[src/hdl/acm_defines.svh]
// Offsets, field positions, reset values and timing counts of the converter control block.
// Assumes inclusion by bare name from the control module acm_ctrl.
`ifndef ACM_DEFINES_SVH
`define ACM_DEFINES_SVH

// Register byte offsets on the Wishbone bus.
`define ACM_OFS_CTRL_STATUS 8'h00
`define ACM_OFS_TRIG_MODE 8'h04
`define ACM_OFS_RESULT_BASE 8'h20

// Control/status register fields.
`define ACM_CS_END_FLAG 7
`define ACM_CS_INT_EN 6
`define ACM_CS_START 5
`define ACM_CS_CHAN_HI 3
`define ACM_CS_CHAN_LO 0

// Trigger/mode/clock register fields.
`define ACM_TM_TRIG_HI 7
`define ACM_TM_TRIG_LO 6
`define ACM_TM_SCAN_EN 5
`define ACM_TM_SCAN_SIZE 4
`define ACM_TM_CLK_HI 3
`define ACM_TM_CLK_LO 2
`define ACM_TM_WRITE_MASK 8'hFC

// Reset values.
`define ACM_CS_RESET 8'h00
`define ACM_TM_RESET 8'h00

// Conversion times in states, one state per clock.
`define ACM_CONV_STATES_0 10'd530
`define ACM_CONV_STATES_1 10'd266
`define ACM_CONV_STATES_2 10'd134
`define ACM_CONV_STATES_3 10'd68

`endif

[src/hdl/acm_pkg.sv]
// Types shared by the converter control block.
// Assumes the defines header sits next to it.
package acm_pkg;
    typedef enum logic [1:0] {ACM_TRIG_NONE, ACM_TRIG_PULSE, ACM_TRIG_TIMER8, ACM_TRIG_PIN} acm_trig_t;
    typedef struct packed {
        logic valid;
        logic [2:0] first;
        logic [2:0] last;
    } acm_group_t;
    typedef struct packed {
        logic [2:0] chan;
        logic [9:0] data;
    } acm_result_t;
endpackage : acm_pkg

[src/hdl/acm_ctrl.sv]
// Channel, mode, trigger and conversion-time control of a ten-bit converter.
// Assumes a classic Wishbone master, one-cycle trigger pulses from the timers,
// and an analog core that returns one sample word when asked.
// Summary of operation
// - Single mode converts channel codes zero to seven.
// - Four-scan covers bank base up to low bits.
// - Eight-scan covers input zero up to n.
// - Trigger code zero: only software starts.
// - Trigger code one: pulse timer starts.
// - Trigger code two: eight-bit timer starts.
// - Trigger code three: external pin starts.
// - Scan enable low means single mode.
// - Mode ten scan_size_bit up to four channels.
// - Mode eleven scan_size_bit up to eight channels.
// - Clock select sets 530/266/134/68 states.
// - Low two trigger register bits read zero.
// - Pin falling edge sets start, begins conversion.
// - Start bit begins; single self-clears, scan holds.
// - Scan stores each result, then restarts group.
`include "acm_defines.svh"
module acm_ctrl (
    // Clock and reset.
    input wire logic clock,
    input wire logic nrst,
    // Wishbone slave.
    input wire logic wbCyc,
    input wire logic wbStb,
    input wire logic wbWe,
    input wire logic [7:0] wbAdr,
    input wire logic [3:0] wbSel,
    input wire logic [31:0] wbDatI,
    output logic [31:0] wbDatO,
    output logic wbAck,
    // Start triggers.
    input wire logic pulseTimerTrig,
    input wire logic eightBitTimerTrig,
    input wire logic externalTriggerPinN,
    // Analog core.
    input wire logic [9:0] sampleData,
    output logic [2:0] sampleChan,
    output logic converting,
    output logic endFlag
);
    import acm_pkg::*;

    ////////////////////////////////////////////////////////////////
    // Register map, byte offsets on the bus.
    // Offset 0x00 is control and status: bit 7 end flag, bit 6 interrupt enable,
    // bit 5 start, bit 4 reads zero, and bits 3 to 0 the channel field.
    // Writing zero to the end flag clears it; writing one leaves it alone.
    // Offset 0x04 is trigger, mode and clock: bits 7 and 6 trigger source,
    // bit 5 scan enable, bit 4 scan size, and bits 3 and 2 clock select.
    // Bits 1 and 0 of that register are not stored and always read as zero.
    // Offsets 0x20 to 0x3C hold the eight results, one word per input,
    // with the ten result bits in bits 15 to 6 of the word.
    // Every other offset reads zero and ignores writes, but it is still acked
    // so that a stray access cannot hang the master.

    // Bus timing.
    // A request is seen on the edge where cyc and stb are high and ack is low.
    // Register and unmapped accesses raise ack on that edge.
    // Result reads take one more edge, because the result memory registers
    // its read data; ack and data then rise together.
    // A write lands on the edge where the master samples ack high, so the
    // master must hold address, data and select until that edge.
    // Only byte select 0 enables a write, since each register is one byte.

    // Conversion timing.
    // The start bit raises converting on the next edge.
    // One conversion lasts the selected number of states, one per clock.
    // The sample word is stored on the last state, for the current channel.
    // In scan mode every conversion of a pass uses the same length, which is
    // the figure chosen by the clock-select field; a single counter serves all.

    // Trigger notes.
    // Timer triggers are one-cycle pulses on this clock and need no sync.
    // The pin passes three flip-flops, so a start follows its falling edge
    // by five to six edges; a low pulse that spans fewer than two clock edges is lost.
    // A trigger while the start bit is already set does nothing more.
    // A trigger and a software clear of start in one cycle leave start set.
    // A channel code with bit 3 set never runs and never touches a result.

    ////////////////////////////////////////////////////////////////
    // Register state.
    logic [3:0] chanSel;
    logic startBit;
    logic intEnable;
    logic [1:0] trigSel;
    logic scanEnable;
    logic scanSize;
    logic [1:0] clockSel;
    logic [9:0] stateCount;
    logic [2:0] curChan;
    logic pinFall;
    logic [9:0] memRdData;
    logic readPending;
    logic storeEn;
    acm_result_t storeData;
    acm_group_t group;
    logic trigStart;
    logic busWrite;
    logic wrCs;
    logic wrTm;
    logic lastConv;
    logic [9:0] convLength;
    logic clearEnd;

    // Conversion length from the clock-select field.
    function automatic logic [9:0] conv_states(input logic [1:0] sel);
        unique case (sel)
            2'b00: conv_states = `ACM_CONV_STATES_0;
            2'b01: conv_states = `ACM_CONV_STATES_1;
            2'b10: conv_states = `ACM_CONV_STATES_2;
            2'b11: conv_states = `ACM_CONV_STATES_3;
        endcase
    endfunction : conv_states

    // Channel group from mode and channel field; top bit set is invalid.
    function automatic acm_group_t decode_group(input logic scanEn, input logic scanSz,
                                                input logic [3:0] ch);
        acm_group_t g;
        g.valid = !ch[3];
        if (!scanEn) begin
            g.first = ch[2:0];
            g.last = ch[2:0];
        end else if (!scanSz) begin
            g.first = {ch[2], 2'b00};
            g.last = ch[2:0];
        end else begin
            g.first = 3'b000;
            g.last = ch[2:0];
        end
        decode_group = g;
    endfunction : decode_group

    ////////////////////////////////////////////////////////////////
    // Bus decode; a write lands on the edge where the master samples ack high.
    assign busWrite = wbCyc && wbStb && wbWe && wbAck && wbSel[0];
    assign wrCs = busWrite && (wbAdr == `ACM_OFS_CTRL_STATUS);
    assign wrTm = busWrite && (wbAdr == `ACM_OFS_TRIG_MODE);
    assign group = decode_group(scanEnable, scanSize, chanSel);
    assign convLength = conv_states(clockSel);
    assign lastConv = converting && (stateCount == convLength - 10'd1);

    // Trigger source selection; code zero leaves software as the only start.
    always_comb begin
        unique case (acm_trig_t'(trigSel))
            ACM_TRIG_NONE: trigStart = 1'b0;
            ACM_TRIG_PULSE: trigStart = pulseTimerTrig;
            ACM_TRIG_TIMER8: trigStart = eightBitTimerTrig;
            ACM_TRIG_PIN: trigStart = pinFall;
        endcase
    end

    acm_pin_sync u_pin_sync (
        .clock(clock),
        .nrst(nrst),
        .pinN(externalTriggerPinN),
        .fallPulse(pinFall)
    );

    assign storeEn = lastConv && group.valid;
    assign storeData = '{chan: curChan, data: sampleData};

    acm_result_mem u_result_mem (
        .clock(clock),
        .nrst(nrst),
        .wrEn(storeEn),
        .wrData(storeData),
        .rdAddr(wbAdr[4:2]),
        .rdData(memRdData)
    );

    ////////////////////////////////////////////////////////////////
    // Trigger/mode/clock register; software keeps it still while started.
    always_ff @(posedge clock or negedge nrst) begin
        if (!nrst) begin
            trigSel <= 2'b00;
            scanEnable <= 1'b0;
            scanSize <= 1'b0;
            clockSel <= 2'b00;
        end else if (wrTm) begin
            trigSel <= wbDatI[`ACM_TM_TRIG_HI:`ACM_TM_TRIG_LO];
            scanEnable <= wbDatI[`ACM_TM_SCAN_EN];
            scanSize <= wbDatI[`ACM_TM_SCAN_SIZE];
            clockSel <= wbDatI[`ACM_TM_CLK_HI:`ACM_TM_CLK_LO];
        end
    end

    // Channel field and interrupt enable bit.
    always_ff @(posedge clock or negedge nrst) begin
        if (!nrst) begin
            chanSel <= 4'h0;
            intEnable <= 1'b0;
        end else if (wrCs) begin
            chanSel <= wbDatI[`ACM_CS_CHAN_HI:`ACM_CS_CHAN_LO];
            intEnable <= wbDatI[`ACM_CS_INT_EN];
        end
    end

    // Start bit: set by software or trigger, cleared by software or single-mode end.
    // A trigger in the same cycle as a software clear wins, so no start is lost.
    always_ff @(posedge clock or negedge nrst) begin
        if (!nrst) begin
            startBit <= 1'b0;
        end else if (trigStart) begin
            startBit <= 1'b1;
        end else if (wrCs) begin
            startBit <= wbDatI[`ACM_CS_START];
        end else if (lastConv && !scanEnable && curChan == group.last) begin
            startBit <= 1'b0;
        end
    end

    // End flag: set at group end; only writing zero clears it; set wins.
    assign clearEnd = wrCs && !wbDatI[`ACM_CS_END_FLAG];
    always_ff @(posedge clock or negedge nrst) begin
        if (!nrst) begin
            endFlag <= 1'b0;
        end else if (lastConv && group.valid && curChan == group.last) begin
            endFlag <= 1'b1;
        end else if (clearEnd) begin
            endFlag <= 1'b0;
        end
    end

    ////////////////////////////////////////////////////////////////
    // Sequencer: counts states of one conversion and walks the group.
    // A prohibited code never runs, so no result register is touched.
    always_ff @(posedge clock or negedge nrst) begin
        if (!nrst) begin
            converting <= 1'b0;
            stateCount <= 10'd0;
            curChan <= 3'd0;
        end else if (!startBit || !group.valid) begin
            converting <= 1'b0;
            stateCount <= 10'd0;
            curChan <= group.first;
        end else if (!converting) begin
            converting <= 1'b1;
            stateCount <= 10'd0;
            curChan <= group.first;
        end else if (lastConv) begin
            stateCount <= 10'd0;
            if (curChan == group.last) begin
                curChan <= group.first;
                converting <= scanEnable;
            end else begin
                curChan <= curChan + 3'd1;
            end
        end else begin
            stateCount <= stateCount + 10'd1;
        end
    end

    // Channel shown to the analog core.
    always_ff @(posedge clock or negedge nrst) begin
        if (!nrst) begin
            sampleChan <= 3'd0;
        end else begin
            sampleChan <= curChan;
        end
    end

    ////////////////////////////////////////////////////////////////
    // Bus answer: result reads wait one cycle for the memory register.
    always_ff @(posedge clock or negedge nrst) begin
        if (!nrst) begin
            wbAck <= 1'b0;
            wbDatO <= 32'h0000_0000;
            readPending <= 1'b0;
        end else begin
            wbAck <= 1'b0;
            readPending <= 1'b0;
            if (readPending) begin
                wbAck <= 1'b1;
                wbDatO <= {16'h0000, memRdData, 6'b00_0000};
            end else if (wbCyc && wbStb && !wbAck) begin
                if (!wbWe && wbAdr >= `ACM_OFS_RESULT_BASE
                    && wbAdr[7:5] == 3'b001 && wbAdr[1:0] == 2'b00) begin
                    readPending <= 1'b1;
                end else begin
                    wbAck <= 1'b1;
                    unique case (wbAdr)
                        `ACM_OFS_CTRL_STATUS:
                            wbDatO <= {24'h00_0000, endFlag, intEnable, startBit, 1'b0,
                                       chanSel};
                        `ACM_OFS_TRIG_MODE:
                            wbDatO <= {24'h00_0000, trigSel, scanEnable, scanSize,
                                       clockSel, 2'b00};
                        default:
                            wbDatO <= 32'h0000_0000;
                    endcase
                end
            end
        end
    end
endmodule : acm_ctrl

[src/hdl/acm_pin_sync.sv]
// Three-stage synchroniser and falling-edge detector for the trigger pin.
// Assumes an asynchronous active-low pin idling high.
module acm_pin_sync (
    // Clock and reset.
    input wire logic clock,
    input wire logic nrst,
    // Pin and result.
    input wire logic pinN,
    output logic fallPulse
);
    import acm_pkg::*;
    logic stage1;
    logic stage2;
    logic stage3;
    logic level;

    ////////////////////////////////////////////////////////////////
    // Reset to the idle high level so no false edge appears at release.
    always_ff @(posedge clock or negedge nrst) begin
        if (!nrst) begin
            stage1 <= 1'b1;
            stage2 <= 1'b1;
            stage3 <= 1'b1;
        end else begin
            stage1 <= pinN;
            stage2 <= stage1;
            stage3 <= stage2;
        end
    end

    // A change counts once the second and third stages agree.
    always_ff @(posedge clock or negedge nrst) begin
        if (!nrst) begin
            level <= 1'b1;
            fallPulse <= 1'b0;
        end else begin
            if (stage2 == stage3) begin
                level <= stage3;
            end
            fallPulse <= (stage2 == stage3) && level && !stage3;
        end
    end
endmodule : acm_pin_sync

[src/hdl/acm_result_mem.sv]
// Eight result words, one per analog input, with registered read data.
// Assumes one writer (the sequencer) and one reader (the bus slave).
module acm_result_mem (
    // Clock and reset.
    input wire logic clock,
    input wire logic nrst,
    // Write side.
    input wire logic wrEn,
    input wire acm_pkg::acm_result_t wrData,
    // Read side.
    input wire logic [2:0] rdAddr,
    output logic [9:0] rdData
);
    import acm_pkg::*;
    logic [9:0] mem [0:7];

    ////////////////////////////////////////////////////////////////
    // Storage is cleared at reset so reads are always defined.
    always_ff @(posedge clock or negedge nrst) begin
        if (!nrst) begin
            for (int i = 0; i < 8; i++) begin
                mem[i] <= 10'h000;
            end
        end else if (wrEn) begin
            mem[wrData.chan] <= wrData.data;
        end
    end

    // Read data comes from a register.
    always_ff @(posedge clock or negedge nrst) begin
        if (!nrst) begin
            rdData <= 10'h000;
        end else begin
            rdData <= mem[rdAddr];
        end
    end
endmodule : acm_result_mem
[config.mk]
export PLATFORM = sky130hd
export DESIGN_NAME = acm_ctrl
export DESIGN_NICKNAME = d
export VERILOG_FILES = /design/src/hdl/acm_pkg.sv /design/src/hdl/acm_ctrl.sv /design/src/hdl/acm_pin_sync.sv /design/src/hdl/acm_result_mem.sv
export VERILOG_INCLUDE_DIRS = /design/src /design/src/hdl
export SDC_FILE = /design/constraint.sdc
export NUM_CORES = 1
export LEC_CHECK = 0
export BUFFER_PORTS_ARGS = -buffer_cell sky130_fd_sc_hd__buf_2
export CORE_MARGIN = 2
export CORE_UTILIZATION = 57
export DETAILED_ROUTE_END_ITERATION = 16
export PLACE_DENSITY = 0.8
export SLEW_MARGIN = 20
export SYNTH_ARGS = -nofsm -noshare
export SYNTH_HDL_FRONTEND = slang
export SYNTH_HIERARCHICAL = 1
export SYNTH_SLANG_ARGS = --single-unit
[constraint.sdc]
create_clock -name clock -period 3.95 [get_ports clock]
set_input_delay 0.9875 -clock clock [delete_from_list [all_inputs] [get_ports clock]]
set_output_delay 0.9875 -clock clock [all_outputs]
set_load 0.05 [all_outputs]
# Word level (Yosys, flattened, before mapping)
# Index checks and enable logic that the tools add are counted.
# W data, S select, Z words.
# totals
input_bits	62
elab_cells	122
reg_bits	159
# classes
n_bitwise	2
add_sub_neg	3
reduce_logical	35
eq_ne	13
order_cmp	4
mux	36
# op_table
operator	n
$mux W32	3
$bwmux W80	1
$mux W10	6
$pmux W10 S4	1
$bmux W10 S3	1
$demux W10 S3	1
$logic_and A1 B1 Y1	19
$pmux W8 S2	1
$mux W1	15
$mux W3	4
$mux W6	2
$add A10 B1 Y10 const B	1
$eq A10 B10 Y1	1
$sub A10 B1 Y10 const B	1
$eq A2 B2 Y1 const B	4
$eq A8 B3 Y1 const B	1
$ge A4 B4 Y1 const B	2
$ge A8 B6 Y1 const B	1
$logic_not A8 Y1	1
$not A3 Y4	2
$logic_not A1 Y1	7
$logic_not A2 Y1	3
$eq A2 B1 Y1 const B	2
$lt A4 B1 Y1 const B	1
other kinds (11)	12

# Logic depth before layout (Yosys ltp)
# logic_depth
depth_word	10
depth_mapped	9
ltp_nobuf	7

# Modules after synthesis
# Netlist, hierarchy kept.
# modules_own_cells
mod	area_per_inst_um2	seq_area_each_um2	cells_each	n_inst
acm_result_mem	3945.0	2252.2	220	1
acm_ctrl	2373.5	1201.2	213	1
acm_pin_sync	148.9	130.1	7	1

# Worst setup path after synthesis
# No wires, ideal clock.
# synth_path
kind	input -> register
startpoint	in wbAdr[1]
endpoint	reg chanSel[0]
path_buffers	1
slack_ns	1.042
arrival_ns	2.783
stages	5
required_ns	3.825
cell_sequence	or4_1 -> or4_1 -> buf_2 -> nor4_4 -> mux2_2
# synth_via
elab_chain_cells	2
# synth_lines
element	line	source
start: declaration	acm_ctrl.sv:29	input wire logic [7:0] wbAdr,
$logic_not A8 Y1	-	
$logic_and A1 B1 Y1	acm_ctrl.sv:139	assign wrCs = busWrite && (wbAdr == `ACM_OFS_CTRL_STATUS);
end signal: assignment	acm_ctrl.sv:196	chanSel <= wbDatI[`ACM_CS_CHAN_HI:`ACM_CS_CHAN_LO];
end: declaration	acm_ctrl.sv:85	logic [3:0] chanSel;
# Every way passes these cells.
# A chain may end at the register's enable or synchronous reset.

# Final worst setup path
# layout_path
startpoint	reg clockSel[0]
endpoint	reg u_result_mem/mem[25] (netlist bit)
# layout_via
elab_chain_cells	6
elab_cells_between_ends	9
classes_between	add/sub (1); eq/ne (4); mux (1); reduce/logical (3)
# layout_lines
element	line	source
start: declaration	acm_ctrl.sv:91	logic [1:0] clockSel;
start signal: assignment	acm_ctrl.sv:186	clockSel <= wbDatI[`ACM_TM_CLK_HI:`ACM_TM_CLK_LO];
$eq A2 B2 Y1 (tied with other cells)	acm_ctrl.sv:110	unique case (sel)
$pmux W10 S4 (*)	acm_ctrl.sv:110	
$sub A10 B1 Y10 (*)	acm_ctrl.sv:143	assign lastConv = converting && (stateCount == convLength - 10'd1);
$eq A10 B10 Y1 (*)	acm_ctrl.sv:143	
$logic_and A1 B1 Y1 (*)	acm_ctrl.sv:143	
$logic_and A1 B1 Y1 (*)	acm_ctrl.sv:162	assign storeEn = lastConv && group.valid;
net storeEn	acm_ctrl.sv:97	logic storeEn;
end signal: indexed assignment	acm_result_mem.sv:25	mem[wrData.chan] <= wrData.data;
end: declaration	acm_result_mem.sv:15	logic [9:0] mem [0:7];
# Mark *: on every way through the listed nets, which the timed path passes. The rest lies on a longest branch. The select of a mux whose other input is x is not followed.

==> metrics.yaml <==
status: "finished clean"
hold_class: "flop to flop"
final_cell_mix: "dfrtp_1, mux2_2, buf_2"
cpLargestDelayFamily: "simple AND/OR/NAND/NOR gates"
p_clk_share_pct: 44.3
ctsResizeCount: 0
ff2ff_path_depth: 8
r2r-start: "clockSel[0]$_DFFE_PN0P_"
grt_pass1_wl_um: 21600
power_density_nw_per_um2: 460
drc: 0
dp.cells: 625
pin_count: 100
rrSetupSlack_ns: 0.56
antenna_found_initial: 0
rsz0062_at_grt: "no"
syn_area_um2: 6470
tns_ns: 0
layout_min_cycle_time_ns: 3.39
maxSlewViolCount: 0
fin_cells: 657
area.growth.synth_to_final_pct: 15.0
grt_max_degree: 129
yosys.area.top_type_share_pct: 53.8
clock_sinks: 143
worst_setup_path_start_kind: "flop"
drive_gt1_share_pct: 42.4
multiInputGateArea_um2: 2720
routed_wirelength_um: 13100
drt-vias-per-instance: 5.96
clk_pin_slew_ns: 0.06
grt.total_usage_pct: 22.7
slowest_delay_ns: 0.67
grt_use_met2_pct: 37.1
p_comb_share_pct: 8.5
grt.met3_usage_pct: 6.04
critPathRequiredTime_ns: 4.25
wire_per_inst_um: 19.9
crit_cells: 8
grt_pass1_vias: 4168
core_area_um2: 10900
drtIter0Drc: 178
die_w_um: 111
synth_edf_count: 0
irDropWorstVdd_mv: 0.448
worst_setup_path_end_kind: "flop"
postCtsSetupBuffers: 0
yosysUniqueCellTypes: 50
synth.avg_cell_area_um2: 14.7
gp_congestion: 0.813
dieHeight_um: 111
drt_pass1_iterations: 4
worstPathArrival_ns: 3.69
port_buffers: 56
ant_nets: 0
grt-ovfl-total: 0
dieArea_um2: 12200
cts_max_path_buffers: 2
p_int_mw: 2.60
drv_cap: 0
nFillCells: 749
worst-path-buf-inv: 1
synthArstFlopShare_pct: 100
postCtsHoldBufs: 0
path_cells: "or4b_2 -> o21ai_0 -> o22ai_1 -> or2_2 -> nor2_1 -> nand4b_1 -> buf_4 -> mux2_2"
clk_latency_ns: 0.42
p_seq_share_pct: 47.2
antenna_cells: 0
gr-max-usage-layer: "met2"
total_leakage_power_nw: 3.59
final_hold_viol_count: 0
ys_warn_count: 6
cts_buffers: 17
period_share_pct: 85.8
p_sw_mw: 0.818
htree_levels: 4
cts_root_buf: "clkbuf_16"
crit_slowest_cell: "or4b_2"
fmax_ghz: 0.295
slew-limit-headroom_pct: 40.0
met1_usage_pct: 29.2
initial_utilization_pct: 59.1
critPathMaxFanout: 9
synth_top_area_cell: "dfrtp_1"
final_common_cell: "dfrtp_1"
ys_top_cells_by_area: "dfrtp_1, mux2_2, mux4_1, buf_4, dfstp_2"
setup_viol: 0
cts_tree: "done"
nets: 569
crit_end: "u_result_mem/mem[25]$_DFFE_PN0P_"
worst_slew_pin_slew_ns: 0.900
row_count: 38
syn_inst: 440
synth_top_flop_cell: "dfrtp_1"
ys_seq_elements: 143
fin_skew_ns: 0.0101
startpoint: "clockSel[0]$_DFFE_PN0P_"
regToRegEndpoint: "u_result_mem/mem[25]$_DFFE_PN0P_"
crit_type: "flop to flop"
regArea_um2: 3580
vias: 3916
ys_seq_area_share_pct: 55.4
swShare_pct: 23.9
hpwl_um: 8180
==> worst reg2reg max path: cells and delay by family, from the launching register on <==
kind,cells,cell delay (ns)
muxes,1,0.28
AOI/OAI and AO/OA,2,0.33
and+or+nand+nor,4,1.87
buffers and inverters,1,0.32
DFF,1,0.48
==> sequential cells by signal, summed over array words and instances, names as in the netlist, 2 cells and up <==
register and flops:
chanSel 4, clockSel 2, curChan 3, sampleChan 3
stateCount 10, trigSel 2, u_result_mem/mem 80, u_result_mem/rdData 10
wbDatO 16
==> power groups by stage <==
| stage | Clock (mW) | Sequential (mW) | Combinational [mW] |
|---|---|---|---|
| 6_report | 1.51 | 1.61 | 0.290 |
| 4_1_cts | 1.54 | 1.61 | 0.290 |
| 2_1_floorplan | 0 | 1.63 | 0.196 |
| 5_1_grt | 1.62 | 1.62 | 0.321 |
| 3_3_place_gp | 0 | 1.63 | 0.277 |
| 3_5_place_dp | 0 | 1.64 | 0.287 |
==> layer usage <==
layer	wire, um	vias up
met5	0	-
met4	201	0
met3	573	17
met2	6590	110
met1	5690	2041
li1	-	1748
==> worst min-delay path by stage <==
stage,startpoint,endpoint,depth (start not counted)
2_1_floorplan,u_pin_sync/stage1$_DFF_PN1_,u_pin_sync/stage2$_DFF_PN1_,0
3_5_place_dp,u_pin_sync/stage1$_DFF_PN1_,u_pin_sync/stage2$_DFF_PN1_,0
6_report,u_pin_sync/stage1$_DFF_PN1_,u_pin_sync/stage2$_DFF_PN1_,0
4_1_cts,u_pin_sync/stage1$_DFF_PN1_,u_pin_sync/stage2$_DFF_PN1_,0
3_3_place_gp,u_pin_sync/stage1$_DFF_PN1_,u_pin_sync/stage2$_DFF_PN1_,0
5_1_grt,u_pin_sync/stage1$_DFF_PN1_,u_pin_sync/stage2$_DFF_PN1_,0
==> logic make-up after synthesis <==
family,count (synthesis),share of synthesized area [%]
multiplexers,131,27.3
adder cells (fa/ha/maj),3,0.561
buffers and inverters,39,3.64
other,1,0.0580
AND/OR/NAND/NOR,74,7.14
AO/OA/AOI/OAI,38,4.37
XOR/XNOR,11,1.49
flip-flops,143,55.4
==> through the flow <==
stage	util [%]	setup WS, ns	hold slack, ns	cell area [um^2]	power (mW)
after floorplan	-	1.04	0.345	6520	1.83
after global placement	62.6	0.703	0.346	6840	1.91
after detailed placement	62.6	0.653	0.347	6840	1.92
after CTS	67.7	0.621	0.356	7410	3.44
after global routing	68.0	0.422	0.358	7440	3.56
final	68.0	0.560	0.355	7440	3.42
==> cell usage after synthesis (2+ instances only) <==
cell type  number
nor2_1         14
o31ai_1         5
a21oi_1         6
or4b_2          2
nor2b_1         4
nand2_1        12
nor3_1          2
buf_6           2
a22o_1         10
buf_2          11
o221a_2         2
xnor2_1         8
and4bb_2        3
nand2b_1        9
and3_1          4
o21ai_0         5
xor2_1          3
nand3_1         5
or4_1           2
and2_1          2
mux4_1         20
mux2_2        105
nand4b_1        4
buf_4          16
o32ai_1         2
inv_1           4
mux2i_1         6
dfstp_2         4
dfrtp_1       139
or2_2           2
clkbuf_1        5
ha_1            2
o211ai_1        3
==> final cells by class <==
class | count | share of cell area, %
tap | 140 | 2.36
sequential | 143 | 48.2
inverter | 4 | 0.202
clock buffer | 20 | 6.01
multi-input combinational | 273 | 36.5
timing repair buffer | 66 | 5.16
clock inverter | 11 | 1.58
(Power assumes the default switching activity.)
